===== src/core/tkp_pkg.sv =====
// Purpose: Shared constants and types of the timekeeper block
// Assumes: Byte-wide register map, 5-bit byte address
// Notes:   Status busy bit positions equal sync slots 0 to 3; slot 4 shows at tick status bit 0
package tkp_pkg;
   // ----------------------------------------------------------------
   // Bus geometry and register offsets
   // ----------------------------------------------------------------
   localparam int        ADR_W        = 5;
   localparam int        DAT_W        = 8;
   localparam logic [4:0] OFS_CTRL    = 5'h00;
   localparam logic [4:0] OFS_STAT    = 5'h01;
   localparam logic [4:0] OFS_IRQ_EN  = 5'h02;
   localparam logic [4:0] OFS_IRQ_FLG = 5'h03;
   localparam logic [4:0] OFS_LATCH   = 5'h04;
   localparam logic [4:0] OFS_DBG     = 5'h05;
   localparam logic [4:0] OFS_SRC     = 5'h07;
   localparam logic [4:0] OFS_CNT_LO  = 5'h08;
   localparam logic [4:0] OFS_CNT_HI  = 5'h09;
   localparam logic [4:0] OFS_TOP_LO  = 5'h0A;
   localparam logic [4:0] OFS_TOP_HI  = 5'h0B;
   localparam logic [4:0] OFS_MAT_LO  = 5'h0C;
   localparam logic [4:0] OFS_MAT_HI  = 5'h0D;
   localparam logic [4:0] OFS_TCTRL   = 5'h10;
   localparam logic [4:0] OFS_TSTAT   = 5'h11;
   localparam logic [4:0] OFS_TIRQ_EN = 5'h12;
   localparam logic [4:0] OFS_TIRQ_FL = 5'h13;
   localparam logic [4:0] OFS_TDBG    = 5'h15;
   // ----------------------------------------------------------------
   // Field positions
   // ----------------------------------------------------------------
   localparam int CTRL_ON_BIT    = 0;
   localparam int CTRL_PRESC_LSB = 3;
   localparam int CTRL_STBY_BIT  = 7;
   localparam int TCTRL_ON_BIT   = 0;
   localparam int TCTRL_PER_LSB  = 3;
   localparam int FLG_WRAP       = 0;
   localparam int FLG_MATCH      = 1;
   // Sync slots, also status busy bits
   localparam int SY_CTRL = 0;
   localparam int SY_CNT  = 1;
   localparam int SY_TOP  = 2;
   localparam int SY_MAT  = 3;
   localparam int SY_TICK = 4;
   localparam int SY_N    = 5;
   // ----------------------------------------------------------------
   // Reset values, timing, vectors
   // ----------------------------------------------------------------
   localparam logic [15:0] TOP_RESET      = 16'hFFFF;
   localparam logic [1:0]  SYNC_TICKS     = 2'h2;
   localparam logic [4:0]  SLOW_DIV_LAST  = 5'h1F;
   localparam int          EVT_TOP_LOG2   = 13;
   localparam logic [3:0]  TPER_MIN       = 4'h1;
   localparam logic [3:0]  TPER_MAX       = 4'hE;
   localparam logic [7:0]  VEC_TIMEKEEPER = 8'h00;
   localparam logic [7:0]  VEC_TICK       = 8'h02;
   // ----------------------------------------------------------------
   // Types
   // ----------------------------------------------------------------
   typedef enum logic [1:0] {
      SRC_SLOW_OSC,
      SRC_SLOW_DIV,
      SRC_WATCH_XTAL,
      SRC_PIN
   } tkp_src_t;
   typedef struct packed {
      logic       cyc;
      logic       stb;
      logic       we;
      logic       sel;
      logic [4:0] adr;
      logic [7:0] dat;
   } tkp_wb_req_t;
   typedef struct packed {
      logic       ack;
      logic [7:0] dat;
   } tkp_wb_rsp_t;
   typedef struct packed {
      logic       wrap;
      logic       match;
      logic [7:0] tick;
   } tkp_evt_t;
endpackage


===== src/core/tkp_edge_sync.sv =====
// Purpose: Two-flop synchroniser plus rising-edge pulse per lane
// Assumes: Lanes are slow square waves from outside the domain
// Notes:   Edge detect reads only the second and third flops
module tkp_edge_sync #(
   parameter int W = 1
) (
   // Clock and reset
   input  wire logic         clk_sys_in,
   input  wire logic         rst_n_in,
   // Lanes
   input  wire logic [W-1:0] lane_in,
   output logic      [W-1:0] rise_out
);
   logic [W-1:0] meta_q;
   logic [W-1:0] sync_q;
   logic [W-1:0] last_q;

   always_ff @(posedge clk_sys_in or negedge rst_n_in)
   begin
      if (!rst_n_in)
      begin
         meta_q <= '0;
         sync_q <= '0;
         last_q <= '0;
      end
      else
      begin
         meta_q <= lane_in;
         sync_q <= meta_q;
         last_q <= sync_q;
      end
   end

   assign rise_out = sync_q & ~last_q;
endmodule


===== src/core/tkp_timekeeper.sv =====
// Purpose: 16-bit timekeeper counter with periodic tick timer
// Assumes: Timekeeping sources are slow pins sampled on clk_sys_in
// Notes:   Byte-wide classic Wishbone slave, one wait state per access
//
// How it works
// - One source selection feeds both functions
// - Counter runs while on bit is one
// - Tick timer runs while its on bit set
// - Events only while the function is enabled
// - Wrap event when counter passes top value
// - Match event when counter equals match value
// - Eight tick events, 8192 down to 64
// - Vector 0x00 counter, 0x02 tick timer
// - Tick interrupt each selected period elapsed
// - Flags set regardless of interrupt enables
// - Request while flag and enable both set
// - Counter runs idle; standby needs run bit
// - Tick timer runs in every sleep mode
// - Control, count, top, match and tick control writes take effect after timekeeping ticks
// - Status busy bits: match, top, count, control
// - Tick status bit 0 busy on tick control write
// - Prescaler divides by two to field value
// - Source field picks slow, slow/32, crystal, pin
// - Writing one clears a flag, zero keeps
// - Wrap clears counter; events on following count
//
// Register access over Wishbone is this design's own decision.
module tkp_timekeeper (
   // Clock and reset
   input  wire logic                clk_sys_in,
   input  wire logic                rst_n_in,
   // Register bus
   input  wire tkp_pkg::tkp_wb_req_t wb_req_in,
   output tkp_pkg::tkp_wb_rsp_t      wb_rsp_out,
   // Timekeeping sources
   input  wire logic                slow_internal_osc_in,
   input  wire logic                watch_crystal_osc_in,
   input  wire logic                crystal_input_pin_in,
   // Power and debug state
   input  wire logic                sleep_standby_in,
   input  wire logic                cpu_halted_in,
   // Interrupts and events
   output logic                     irq_timekeeper_out,
   output logic                     irq_tick_out,
   output logic [7:0]               irq_vector_out,
   output tkp_pkg::tkp_evt_t         evt_out
);
   // ----------------------------------------------------------------
   // Declarations
   // ----------------------------------------------------------------
   tkp_pkg::tkp_wb_rsp_t rsp_q;
   tkp_pkg::tkp_evt_t    evt_q;
   logic [7:0]  ctrl_q, ctrl_act_q, latch_q, rd_dat;
   logic [1:0]  irq_en_q, flag_q;
   logic        dbg_q, tdbg_q, tirq_en_q, tflag_q;
   logic [1:0]  src_q;
   logic [15:0] cnt_q, cnt_wr_q, top_q, top_act_q, mat_q, mat_act_q;
   logic [7:0]  tctrl_q, tctrl_act_q;
   logic [1:0]  sync_cnt_q [tkp_pkg::SY_N];
   logic [tkp_pkg::SY_N-1:0] sync_wr, busy, commit;
   logic [14:0] presc_q, presc_mask, tick_cnt_q;
   logic [15:0] tper_mask;
   logic [4:0]  slow_div_q;
   logic [2:0]  rise;
   logic [7:0]  tick_evt;
   logic        irq_tk_q, irq_tick_q;
   logic [7:0]  vec_q;
   logic        req, wr, rd, src_tick, run, step, wrap_hit, match_hit;
   logic        trun, tirq_hit;
   logic [3:0]  tper;

   // ----------------------------------------------------------------
   // Bus slave
   // ----------------------------------------------------------------
   assign req = wb_req_in.cyc & wb_req_in.stb & ~rsp_q.ack;
   assign wr  = req & wb_req_in.we & wb_req_in.sel;
   assign rd  = req & ~wb_req_in.we;

   always_comb
   begin
      rd_dat = 8'h00;
      case (wb_req_in.adr)
         tkp_pkg::OFS_CTRL:    rd_dat = ctrl_q;
         tkp_pkg::OFS_STAT:    rd_dat = {4'h0, busy[3:0]};
         tkp_pkg::OFS_IRQ_EN:  rd_dat = {6'h00, irq_en_q};
         tkp_pkg::OFS_IRQ_FLG: rd_dat = {6'h00, flag_q};
         tkp_pkg::OFS_LATCH:   rd_dat = latch_q;
         tkp_pkg::OFS_DBG:     rd_dat = {7'h00, dbg_q};
         tkp_pkg::OFS_SRC:     rd_dat = {6'h00, src_q};
         tkp_pkg::OFS_CNT_LO:  rd_dat = cnt_q[7:0];
         tkp_pkg::OFS_TOP_LO:  rd_dat = top_q[7:0];
         tkp_pkg::OFS_MAT_LO:  rd_dat = mat_q[7:0];
         tkp_pkg::OFS_CNT_HI,
         tkp_pkg::OFS_TOP_HI,
         tkp_pkg::OFS_MAT_HI:  rd_dat = latch_q;
         tkp_pkg::OFS_TCTRL:   rd_dat = tctrl_q;
         tkp_pkg::OFS_TSTAT:   rd_dat = {7'h00, busy[tkp_pkg::SY_TICK]};
         tkp_pkg::OFS_TIRQ_EN: rd_dat = {7'h00, tirq_en_q};
         tkp_pkg::OFS_TIRQ_FL: rd_dat = {7'h00, tflag_q};
         tkp_pkg::OFS_TDBG:    rd_dat = {7'h00, tdbg_q};
         default:              rd_dat = 8'h00;
      endcase
   end

   // Unmapped addresses still ack, reading zero
   always_ff @(posedge clk_sys_in or negedge rst_n_in)
   begin
      if (!rst_n_in)
         rsp_q <= '0;
      else
      begin
         rsp_q.ack <= req;
         rsp_q.dat <= rd ? rd_dat : 8'h00;
      end
   end

   // ----------------------------------------------------------------
   // Plain registers
   // ----------------------------------------------------------------
   always_ff @(posedge clk_sys_in or negedge rst_n_in)
   begin
      if (!rst_n_in)
      begin
         ctrl_q    <= 8'h00;
         irq_en_q  <= 2'h0;
         dbg_q     <= 1'b0;
         src_q     <= 2'h0;
         tctrl_q   <= 8'h00;
         tirq_en_q <= 1'b0;
         tdbg_q    <= 1'b0;
         top_q     <= tkp_pkg::TOP_RESET;
         mat_q     <= 16'h0000;
         cnt_wr_q  <= 16'h0000;
      end
      else if (wr)
      begin
         case (wb_req_in.adr)
            tkp_pkg::OFS_CTRL:    ctrl_q    <= {wb_req_in.dat[7:3], 2'h0, wb_req_in.dat[0]};
            tkp_pkg::OFS_IRQ_EN:  irq_en_q  <= wb_req_in.dat[1:0];
            tkp_pkg::OFS_DBG:     dbg_q     <= wb_req_in.dat[0];
            tkp_pkg::OFS_SRC:     src_q     <= wb_req_in.dat[1:0];
            tkp_pkg::OFS_TCTRL:   tctrl_q   <= {1'b0, wb_req_in.dat[6:3], 2'h0, wb_req_in.dat[0]};
            tkp_pkg::OFS_TIRQ_EN: tirq_en_q <= wb_req_in.dat[0];
            tkp_pkg::OFS_TDBG:    tdbg_q    <= wb_req_in.dat[0];
            tkp_pkg::OFS_CNT_HI:  cnt_wr_q  <= {wb_req_in.dat, latch_q};
            tkp_pkg::OFS_TOP_HI:  top_q     <= {wb_req_in.dat, latch_q};
            tkp_pkg::OFS_MAT_HI:  mat_q     <= {wb_req_in.dat, latch_q};
            default:              ;
         endcase
      end
   end

   // Latch low writes, capture high on low read
   always_ff @(posedge clk_sys_in or negedge rst_n_in)
   begin
      if (!rst_n_in)
         latch_q <= 8'h00;
      else if (wr && (wb_req_in.adr == tkp_pkg::OFS_LATCH || wb_req_in.adr == tkp_pkg::OFS_CNT_LO
                      || wb_req_in.adr == tkp_pkg::OFS_TOP_LO
                      || wb_req_in.adr == tkp_pkg::OFS_MAT_LO))
         latch_q <= wb_req_in.dat;
      else if (rd && wb_req_in.adr == tkp_pkg::OFS_CNT_LO)
         latch_q <= cnt_q[15:8];
      else if (rd && wb_req_in.adr == tkp_pkg::OFS_TOP_LO)
         latch_q <= top_q[15:8];
      else if (rd && wb_req_in.adr == tkp_pkg::OFS_MAT_LO)
         latch_q <= mat_q[15:8];
   end

   // ----------------------------------------------------------------
   // Timekeeping source
   // ----------------------------------------------------------------
   tkp_edge_sync #(
      .W (3)
   ) u_src_sync (
      .clk_sys_in (clk_sys_in),
      .rst_n_in   (rst_n_in),
      .lane_in    ({crystal_input_pin_in, watch_crystal_osc_in, slow_internal_osc_in}),
      .rise_out   (rise)
   );

   always_ff @(posedge clk_sys_in or negedge rst_n_in)
   begin
      if (!rst_n_in)
         slow_div_q <= 5'h00;
      else if (rise[0])
         slow_div_q <= slow_div_q + 5'h01;
   end

   // Shared by counter and tick timer
   always_comb
   begin
      case (tkp_pkg::tkp_src_t'(src_q))
         tkp_pkg::SRC_SLOW_OSC:   src_tick = rise[0];
         tkp_pkg::SRC_SLOW_DIV:   src_tick = rise[0] && slow_div_q == tkp_pkg::SLOW_DIV_LAST;
         tkp_pkg::SRC_WATCH_XTAL: src_tick = rise[1];
         tkp_pkg::SRC_PIN:        src_tick = rise[2];
         default:                 src_tick = 1'b0;
      endcase
   end

   // ----------------------------------------------------------------
   // Write synchronisation into the timekeeping ticks
   // ----------------------------------------------------------------
   always_comb
   begin
      sync_wr                   = '0;
      sync_wr[tkp_pkg::SY_CTRL] = wr && wb_req_in.adr == tkp_pkg::OFS_CTRL;
      sync_wr[tkp_pkg::SY_CNT]  = wr && wb_req_in.adr == tkp_pkg::OFS_CNT_HI;
      sync_wr[tkp_pkg::SY_TOP]  = wr && wb_req_in.adr == tkp_pkg::OFS_TOP_HI;
      sync_wr[tkp_pkg::SY_MAT]  = wr && wb_req_in.adr == tkp_pkg::OFS_MAT_HI;
      sync_wr[tkp_pkg::SY_TICK] = wr && wb_req_in.adr == tkp_pkg::OFS_TCTRL;
      for (int i = 0; i < tkp_pkg::SY_N; i++)
      begin
         busy[i]   = sync_cnt_q[i] != 2'h0;
         commit[i] = src_tick && !sync_wr[i] && sync_cnt_q[i] == 2'h1;
      end
   end

   // Busy holds for two source ticks; new write restarts
   always_ff @(posedge clk_sys_in or negedge rst_n_in)
   begin
      if (!rst_n_in)
      begin
         for (int i = 0; i < tkp_pkg::SY_N; i++)
            sync_cnt_q[i] <= 2'h0;
      end
      else
      begin
         for (int i = 0; i < tkp_pkg::SY_N; i++)
         begin
            if (sync_wr[i])
               sync_cnt_q[i] <= tkp_pkg::SYNC_TICKS;
            else if (src_tick && busy[i])
               sync_cnt_q[i] <= sync_cnt_q[i] - 2'h1;
         end
      end
   end

   always_ff @(posedge clk_sys_in or negedge rst_n_in)
   begin
      if (!rst_n_in)
      begin
         ctrl_act_q  <= 8'h00;
         top_act_q   <= tkp_pkg::TOP_RESET;
         mat_act_q   <= 16'h0000;
         tctrl_act_q <= 8'h00;
      end
      else
      begin
         if (commit[tkp_pkg::SY_CTRL])
            ctrl_act_q <= ctrl_q;
         if (commit[tkp_pkg::SY_TOP])
            top_act_q <= top_q;
         if (commit[tkp_pkg::SY_MAT])
            mat_act_q <= mat_q;
         if (commit[tkp_pkg::SY_TICK])
            tctrl_act_q <= tctrl_q;
      end
   end

   // ----------------------------------------------------------------
   // Counter function
   // ----------------------------------------------------------------
   // Halt without debug bit, standby without run bit, or off stop it
   assign run = ctrl_act_q[tkp_pkg::CTRL_ON_BIT]
                && !(sleep_standby_in && !ctrl_act_q[tkp_pkg::CTRL_STBY_BIT])
                && !(cpu_halted_in && !dbg_q);
   // Divide by two to the prescaler field
   assign presc_mask = 15'((16'h0001 << ctrl_act_q[tkp_pkg::CTRL_PRESC_LSB +: 4]) - 16'h0001);
   assign step       = run && src_tick && (presc_q & presc_mask) == presc_mask;
   // Flagged on the count after equality
   assign wrap_hit   = step && cnt_q == top_act_q;
   assign match_hit  = step && cnt_q == mat_act_q;

   always_ff @(posedge clk_sys_in or negedge rst_n_in)
   begin
      if (!rst_n_in)
         presc_q <= 15'h0000;
      else if (!run)
         presc_q <= 15'h0000;
      else if (src_tick)
         presc_q <= presc_q + 15'h0001;
   end

   // Wrap clears the count; a committed write wins
   always_ff @(posedge clk_sys_in or negedge rst_n_in)
   begin
      if (!rst_n_in)
         cnt_q <= 16'h0000;
      else if (commit[tkp_pkg::SY_CNT])
         cnt_q <= cnt_wr_q;
      else if (wrap_hit)
         cnt_q <= 16'h0000;
      else if (step)
         cnt_q <= cnt_q + 16'h0001;
   end

   // ----------------------------------------------------------------
   // Tick timer
   // ----------------------------------------------------------------
   // No sleep gating, only off or debug halt
   assign trun = tctrl_act_q[tkp_pkg::TCTRL_ON_BIT] && !(cpu_halted_in && !tdbg_q);
   assign tper = tctrl_act_q[tkp_pkg::TCTRL_PER_LSB +: 4];
   assign tper_mask = 16'((17'h00002 << tper) - 17'h00001);
   assign tirq_hit  = trun && src_tick && tper >= tkp_pkg::TPER_MIN && tper <= tkp_pkg::TPER_MAX
                      && ({1'b0, tick_cnt_q} & tper_mask) == tper_mask;

   always_ff @(posedge clk_sys_in or negedge rst_n_in)
   begin
      if (!rst_n_in)
         tick_cnt_q <= 15'h0000;
      else if (!tctrl_act_q[tkp_pkg::TCTRL_ON_BIT])
         tick_cnt_q <= 15'h0000;
      else if (trun && src_tick)
         tick_cnt_q <= tick_cnt_q + 15'h0001;
   end

   always_comb
   begin
      for (int k = 0; k < 8; k++)
         tick_evt[k] = trun && src_tick
                       && &(tick_cnt_q | ~15'((16'h0001 << (tkp_pkg::EVT_TOP_LOG2 - k)) - 1));
   end

   // ----------------------------------------------------------------
   // Flags, requests and events
   // ----------------------------------------------------------------
   // Set wins over a same-cycle write-one clear
   always_ff @(posedge clk_sys_in or negedge rst_n_in)
   begin
      if (!rst_n_in)
      begin
         flag_q  <= 2'h0;
         tflag_q <= 1'b0;
      end
      else
      begin
         flag_q[tkp_pkg::FLG_WRAP] <= wrap_hit
            || (flag_q[tkp_pkg::FLG_WRAP]
                && !(wr && wb_req_in.adr == tkp_pkg::OFS_IRQ_FLG && wb_req_in.dat[0]));
         flag_q[tkp_pkg::FLG_MATCH] <= match_hit
            || (flag_q[tkp_pkg::FLG_MATCH]
                && !(wr && wb_req_in.adr == tkp_pkg::OFS_IRQ_FLG && wb_req_in.dat[1]));
         tflag_q <= tirq_hit
            || (tflag_q && !(wr && wb_req_in.adr == tkp_pkg::OFS_TIRQ_FL && wb_req_in.dat[0]));
      end
   end

   // Level request while flag and enable both set
   always_ff @(posedge clk_sys_in or negedge rst_n_in)
   begin
      if (!rst_n_in)
      begin
         irq_tk_q   <= 1'b0;
         irq_tick_q <= 1'b0;
         vec_q      <= tkp_pkg::VEC_TIMEKEEPER;
      end
      else
      begin
         irq_tk_q   <= |(flag_q & irq_en_q);
         irq_tick_q <= tflag_q && tirq_en_q;
         vec_q      <= |(flag_q & irq_en_q) ? tkp_pkg::VEC_TIMEKEEPER
                       : (tflag_q && tirq_en_q) ? tkp_pkg::VEC_TICK : vec_q;
      end
   end

   // Hits already require the function running
   always_ff @(posedge clk_sys_in or negedge rst_n_in)
   begin
      if (!rst_n_in)
         evt_q <= '0;
      else
      begin
         evt_q.wrap  <= wrap_hit;
         evt_q.match <= match_hit;
         evt_q.tick  <= tick_evt;
      end
   end

   assign wb_rsp_out         = rsp_q;
   assign evt_out            = evt_q;
   assign irq_timekeeper_out = irq_tk_q;
   assign irq_tick_out       = irq_tick_q;
   assign irq_vector_out     = vec_q;
endmodule


===== config.mk =====
export PLATFORM = sky130hd
export DESIGN_NAME = tkp_timekeeper
export DESIGN_NICKNAME = d
export VERILOG_FILES = /design/src/core/tkp_pkg.sv /design/src/core/tkp_edge_sync.sv /design/src/core/tkp_timekeeper.sv
export SDC_FILE = /design/constraint.sdc
export NUM_CORES = 1
export LEC_CHECK = 0
export BUFFER_PORTS_ARGS = -buffer_cell sky130_fd_sc_hd__buf_2
export CORE_MARGIN = 1
export CORE_UTILIZATION = 60
export DETAILED_ROUTE_END_ITERATION = 12
export MAX_ROUTING_LAYER = met4
export PLACE_DENSITY = 0.78
export SLEW_MARGIN = 20
export SYNTH_ARGS = -nofsm -noshare
export SYNTH_HDL_FRONTEND = slang
export SYNTH_HIERARCHICAL = 1
export SYNTH_SLANG_ARGS = --single-unit

===== constraint.sdc =====
create_clock -name clk_sys_in -period 6.62 [get_ports clk_sys_in]
set_input_delay 0.993 -clock clk_sys_in [delete_from_list [all_inputs] [get_ports clk_sys_in]]
set_output_delay 0.993 -clock clk_sys_in [all_outputs]
set_load 0.03 [all_outputs]

==> impl_metrics.ini, run 1 <==
[outcome]
status = finished, final reports clean

[floorplanning]
die_area_mm2 = 0.0183
die_width_um = 135
initial_core_util = 0.616
ioPinCount = 53
rows = 48
die_h_um = 135
core_area_mm2 = 0.0173

[worst_setup_path]
cp-end-kind = flip-flop
required_ns = 7.04
cp.arrival_ns = 4.55
worstPathMaxFanout = 19
path_class = reg -> reg
worst_setup_path_start_kind = flip-flop

[global_route]
track_usage = 0.295
use_met3 = 0.0374
grt_use_met1 = 0.405
grt.busiest_layer = met2
grt_pass1_vias = 7630
grt_pass1_wl_um = 40700
grt_max_degree = 84
use_met2 = 0.452
antenna_found_initial = 0
overflow = 0

[logic_synthesis]
yosysTopAreaCell = dfrtp_1
synth-seq-cells = 212
synthTopCellsByArea = dfrtp_1, mux2_2, dfstp_2
synth_area_mm2 = 0.0107
yosysMostFrequentCell = dfrtp_1
yosys_warnings = 6
ys_async_sr_fraction = 1.00
synthTopCellsByCount = dfrtp_1, mux2_2, nor2_1, clkbuf_1, nand2_1
synth_cells = 995
yosysSeqAreaShare = 0.501
postSynthAreaPerCell_um2 = 10.7
synth_top_area_frac = 0.423
ys.flop_type = dfrtp_1
synth_edf_count = 0
yosysUniqueCellTypes = 64

[power_and_ir_drop]
leakage_nw = 5.35
clkPwrFrac = 0.385
p_per_area_mw_per_mm2 = 287
irDropWorstVdd_mv = 0.209
switching_share = 0.290
power_mw = 3.39
cell_internal_pwr_mw = 2.41
p_seq_frac = 0.446
comb_power_share = 0.169
p_switching_mw = 0.982

[cts]
root_buffer = clkbuf_16
cts_setup_buffers = 0
cts_tree = done
ctsResizeCount = 0
clkTransAtPathRegs_ns = 0.06
hold_buffers = 0
cts_made_buffers = 24
clk_latency_ns = 0.51
clock_path_buffers = 3
h-tree-depth = 1
clock_sinks = 212

[final_layout]
syn_to_final_growth_pct = 10.7
antenna_cells = 0
fin_util = 0.682
drive_gt1_frac = 0.247
fin_nets = 1055

[timing]
fin_skew_ns = 0.00850
fin_crit_sh = 0.624
max_slew_margin = 0.316
slew_viol_final = 0
fin_tns_setup_ns = 0
hold_viol = 0
finalCriticalPeriod_ns = 4.13
finalSetupViolCount = 0
holdWs_ns = 0.346
clock.fmax_ghz = 0.242
grt_setup_unrepaired = false
worst_pin_slew_ns = 1.02

[placed_design]
dp_hpwl_um = 16900
gp_congestion = 0.935
port_buffers = 45

[drt]
wl_per_cell_um = 20.1
dr.pass1.iters = 7
ant_nets = 0
dr.first_iter.drc_count = 720
drc = 0
wirelength_um = 25200
viasPerCell = 6.38
route.vias.total = 8011

[flow_run]
maxCapViolations = 0

[worst_hold_path]
hp-class = reg -> reg
## routing by layer
metal  vias up  part of all wire
li1       3630                 -
met1      3982              0.43
met2       330              0.47
met3        69             0.065
met4         0             0.032
met5         -                 0
## power groups by stage
stage / logic (mW) / registers [mW] / clock network [mW]
floorplan: 0.442 / 1.46 / 0
global placement: 0.543 / 1.52 / 0
detailed placement: 0.561 / 1.53 / 0
CTS: 0.566 / 1.51 / 1.32
global route: 0.640 / 1.52 / 1.37
finish: 0.574 / 1.51 / 1.30
## final timing paths
path	start	endpoint	slack, ns	cells after the start
max	ctrl_act_q[6]$_DFFE_PN0P_	cnt_q[15]$_DFFE_PN0P_	2.49	8
max in group asynchronous	rst_n_in	tick_cnt_q[4]$_DFFE_PN0P_	5.01	2
min in group asynchronous	rst_n_in	cnt_wr_q[14]$_DFFE_PN0P_	0.45	1
min	u_src_sync/meta_q[2]$_DFF_PN0_	u_src_sync/sync_q[2]$_DFF_PN0_	0.35	0
min reg2reg	u_src_sync/meta_q[2]$_DFF_PN0_	u_src_sync/sync_q[2]$_DFF_PN0_	0.35	0
max reg2reg	ctrl_act_q[6]$_DFFE_PN0P_	cnt_q[15]$_DFFE_PN0P_	2.49	8
## cell families (layout without fill, tap and decap cells)
group           count (synthesis)  after routing  share of synthesized area
compound gates                182            182                      0.116
xor+xnor                       60             60                     0.0493
fa+ha+maj                      18             18                     0.0211
buf+inv                        95            125                     0.0367
flops                         212            212                      0.501
mux                           125            125                      0.130
other cells                     1              7                   0.000352
simple gates                  302            302                      0.144
## cell usage in the layout (no fill, tap or decap), types with 9 or more instances in the layout
master	count
a31oi_1	30
dfstp_2	32
buf_4	10
mux2i_1	14
dfrtp_1	180
buf_2	44
inv_1	25
nor4_1	16
clkbuf_16	25
a221o_1	9
and3_1	10
nand3_1	23
xor2_1	23
o31ai_1	20
o21ai_0	20
a211oi_1	11
and2_1	9
mux2_2	111
nand4_1	13
a21oi_1	39
xnor2_1	37
nor3_1	23
nor2_1	98
nand2b_1	13
nand2_1	48
ha_1	18
## flip-flops by register name, summed over array words and instances (netlist names), 5 cells and up
register / count
ctrl_act_q: 6
top_act_q: 16
cnt_q: 16
sync_cnt_q: 10
tctrl_q: 5
slow_div_q: 5
evt_out: 10
presc_q: 15
tctrl_act_q: 5
ctrl_q: 6
cnt_wr_q: 16
top_q: 16
wb_rsp_out: 9
latch_q: 8
tick_cnt_q: 15
mat_act_q: 16
mat_q: 16
## stage by stage
step | setup WS [ns] | area, µm² | std cells
3_3_place_gp | 2.58 | 11000 | 1212
5_1_grt | 2.33 | 11800 | 1256
2_1_floorplan | 3.09 | 10700 | 1001
3_5_place_dp | 2.55 | 11000 | 1212
6_report | 2.49 | 11800 | 1256
4_1_cts | 2.53 | 11800 | 1256
## critical path: stages (launching register included)
cell and delay [ns]:
dfrtp_1 0.55, or4_1 0.61, ha_1 0.31, and3b_1 0.21
a221o_1 0.26, a2111o_1 0.43, or4_1 0.89, or4_1 0.61
a31oi_1 0.17
## cell type report
type | instances | area [µm²]
Clock inverter | 8 | 65.1
Multi-Input combinational cell | 694 | 4970
Clock buffer | 36 | 727
Tap cell | 225 | 282
Fill cell | 1334 | 5490
Timing Repair Buffer | 56 | 322
Sequential cell | 212 | 5350
Inverter | 25 | 93.8
No activity file was read; power rests on OpenSTA's default activity.
==> inputs of run 2 (changes only) <==
--- a/config.mk
+++ b/config.mk
@@ -5,12 +5,13 @@
 export SDC_FILE = /design/constraint.sdc
 export NUM_CORES = 1
 export LEC_CHECK = 0
+export ABC_AREA = 1
 export BUFFER_PORTS_ARGS = -buffer_cell sky130_fd_sc_hd__buf_2
 export CORE_MARGIN = 1
-export CORE_UTILIZATION = 60
+export CORE_UTILIZATION = 56
 export DETAILED_ROUTE_END_ITERATION = 12
 export MAX_ROUTING_LAYER = met4
-export PLACE_DENSITY = 0.78
+export PLACE_DENSITY = 0.77
 export SLEW_MARGIN = 20
 export SYNTH_ARGS = -nofsm -noshare
 export SYNTH_HDL_FRONTEND = slang
==> constraint.sdc (replaced) <==
create_clock -name clk_sys_in -period 3.45 [get_ports clk_sys_in]
set_input_delay 0.5175 -clock clk_sys_in [delete_from_list [all_inputs] [get_ports clk_sys_in]]
set_output_delay 0.5175 -clock clk_sys_in [all_outputs]
set_load 0.03 [all_outputs]
==> impl_metrics.ini, run 2 <==
[cts]
h-tree-depth = 1
ctsResizeCount = 0
cts_made_buffers = 24
hold_buffers = 0
root_buffer = clkbuf_16
cts_setup_buffers = 0
clock_path_buffers = 3
clock_sinks = 212
cts_tree = done
clkTransAtPathRegs_ns = 0.06
clk_latency_ns = 0.53

[timing]
slew_viol_final = 0
fin_tns_setup_ns = 0
max_slew_margin = 0.473
worst_pin_slew_ns = 0.791
clock.fmax_ghz = 0.395
hold_viol = 0
setup_slack_ns = 0.920
fin_skew_ns = 0.0182
fin_crit_sh = 0.733
finalCriticalPeriod_ns = 2.53
finalSetupViolCount = 0
grt_setup_unrepaired = false

[logic_synthesis]
synth-seq-cells = 212
synth_edf_count = 0
synth_top_area_frac = 0.404
yosysSeqAreaShare = 0.480
synth_cells = 1340
synthTopCellsByCount = nand2_1, dfrtp_1, inv_1, o21ai_0, nand3_1
yosys_warnings = 6
postSynthAreaPerCell_um2 = 8.31
ys.flop_type = dfrtp_1
yosysTopAreaCell = dfrtp_1
ys_async_sr_fraction = 1.00
yosysUniqueCellTypes = 57
synth_area_mm2 = 0.0111
synthTopCellsByArea = dfrtp_1, nand2_1, dfstp_2
yosysMostFrequentCell = nand2_1

[worst_setup_path]
worst_setup_path_start_kind = flip-flop
required_ns = 3.85
cp-end-kind = flip-flop
worstPathMaxFanout = 20
rr_worst_depth = 14
cp.arrival_ns = 2.93
r2r-end = cnt_q[10]$_DFFE_PN0P_
rr_startpoint = slow_div_q[0]$_DFFE_PN0P_
path_class = reg -> reg
r2r_slack_ns = 0.92

[global_route]
track_usage = 0.298
grt_pass1_vias = 8660
grt_pass1_wl_um = 45500
overflow = 0
grt_max_degree = 101
antenna_found_initial = 0

[final_layout]
final_cells = 1651
fillers = 1666
antenna_cells = 0
multi_input_area_mm2 = 0.00472
regArea_mm2 = 0.00535
final_common_cell = nand2_1
drive_gt1_frac = 0.152
syn_to_final_growth_pct = 10.2
fin_nets = 1411
final_cell_mix = nand2_1, dfrtp_1, inv_1

[drt]
ant_nets = 0
wirelength_um = 27900
dr.first_iter.drc_count = 879
dr.pass1.iters = 6
drc = 0
wl_per_cell_um = 16.9
route.vias.total = 9318
viasPerCell = 5.64

[worst_hold_path]
hp-class = in -> async

[flow_run]
maxCapViolations = 0

[power_and_ir_drop]
p_per_area_mw_per_mm2 = 660
irDropWorstVdd_mv = 0.488
leakage_nw = 5.76
power_mw = 8.10

[placed_design]
dp.cells = 1608
port_buffers = 45
place_ws_ns = 0.889
gp_congestion = 0.957
dp_hpwl_um = 20400

[floorplanning]
die_area_mm2 = 0.0205
initial_core_util = 0.572
rows = 51
ioPinCount = 53
die_h_um = 143
die_width_um = 143
core_area_mm2 = 0.0195

[outcome]
status = finished, final reports clean
[run 2: cell count changes after synthesis, sizes merged, moves of 21 or more]
cell,change
a31oi,-29
clkbuf,-36
inv,+172
mux2,-107
nand2,+242
nand3,+79
nand4,+21
o21ai,+140
[run 2: how the worst max path moves through the flow]
stage | from | to | slack (ns) | cells after the start
2_1_floorplan | ctrl_act_q[3]$_DFFE_PN0P_ | cnt_q[6]$_DFFE_PN0P_ | 1.46 | 14
3_3_place_gp | wb_req_in[16] | top_act_q[6]$_DFFE_PN1P_ | 0.97 | 8
3_5_place_dp | wb_req_in[16] | top_act_q[6]$_DFFE_PN1P_ | 0.89 | 8
4_1_cts | slow_div_q[0]$_DFFE_PN0P_ | cnt_q[10]$_DFFE_PN0P_ | 0.90 | 14
5_1_grt | slow_div_q[0]$_DFFE_PN0P_ | cnt_q[5]$_DFFE_PN0P_ | 0.57 | 14
6_report | slow_div_q[0]$_DFFE_PN0P_ | cnt_q[10]$_DFFE_PN0P_ | 0.92 | 14
[run 2: logic make-up after synthesis]
family | synth area share
AOI/OAI and AO/OA | 0.133
xor gates and xnor gates | 0.0314
adders and majority gates | 0.0202
buffers and inverters | 0.0989
DFF | 0.480
muxes | 0.00404
other | 0.000337
and+or+nand+nor | 0.232
[run 2: report_power, final]
group	switching, mW	leakage [nW]	internal [mW]	total (mW)
sequential	0.486	2.57	2.91	3.40
combinational	1.36	2.77	0.717	2.07
clock	1.03	0.419	1.60	2.63
total	2.87	5.76	5.23	8.10
[run 2: critical path, stage by stage, from the launching register on]
cell and delay [ns]:
dfrtp_1 0.38, ha_1 0.17, and3_1 0.15, ha_1 0.13, inv_1 0.04, nand2_1 0.07
nand3_2 0.08, nand2_4 0.25, nand2_1 0.14, inv_1 0.09, nand3_1 0.08, nor2_1 0.13
nand3_2 0.37, nand3_1 0.20, nand3_1 0.09
[run 2: final cells by class]
| cell class | instances | area share |
|---|---|---|
| multi-input cells | 883 | 0.384 |
| repair buffers | 50 | 0.0243 |
| flip-flops and latches | 212 | 0.436 |
| well taps | 265 | 0.0270 |
| clock buffers | 32 | 0.0580 |
| inverters | 198 | 0.0611 |
| clock inverters | 11 | 0.00979 |
[run 2: stage by stage]
| step | hold slack (ns) | cell area (µm²) | utilization |
|---|---|---|---|
| final | 0.0184 | 12300 | 0.631 |
| after floorplan | 0.222 | 11200 | - |
| after detailed placement | 0.336 | 11400 | 0.588 |
| after global routing | 0.0760 | 12300 | 0.631 |
| after global placement | 0.332 | 11400 | 0.588 |
| after CTS | 0.0744 | 12300 | 0.631 |
[run 2: per-layer routing]
metal | wire (µm) | track usage | vias to the layer above
met5 | 0 | - | -
met4 | 1010 | 0.109 | 0
met3 | 2060 | 0.0436 | 70
met2 | 12500 | 0.443 | 373
met1 | 12400 | 0.413 | 4435
li1 | - | - | 4440
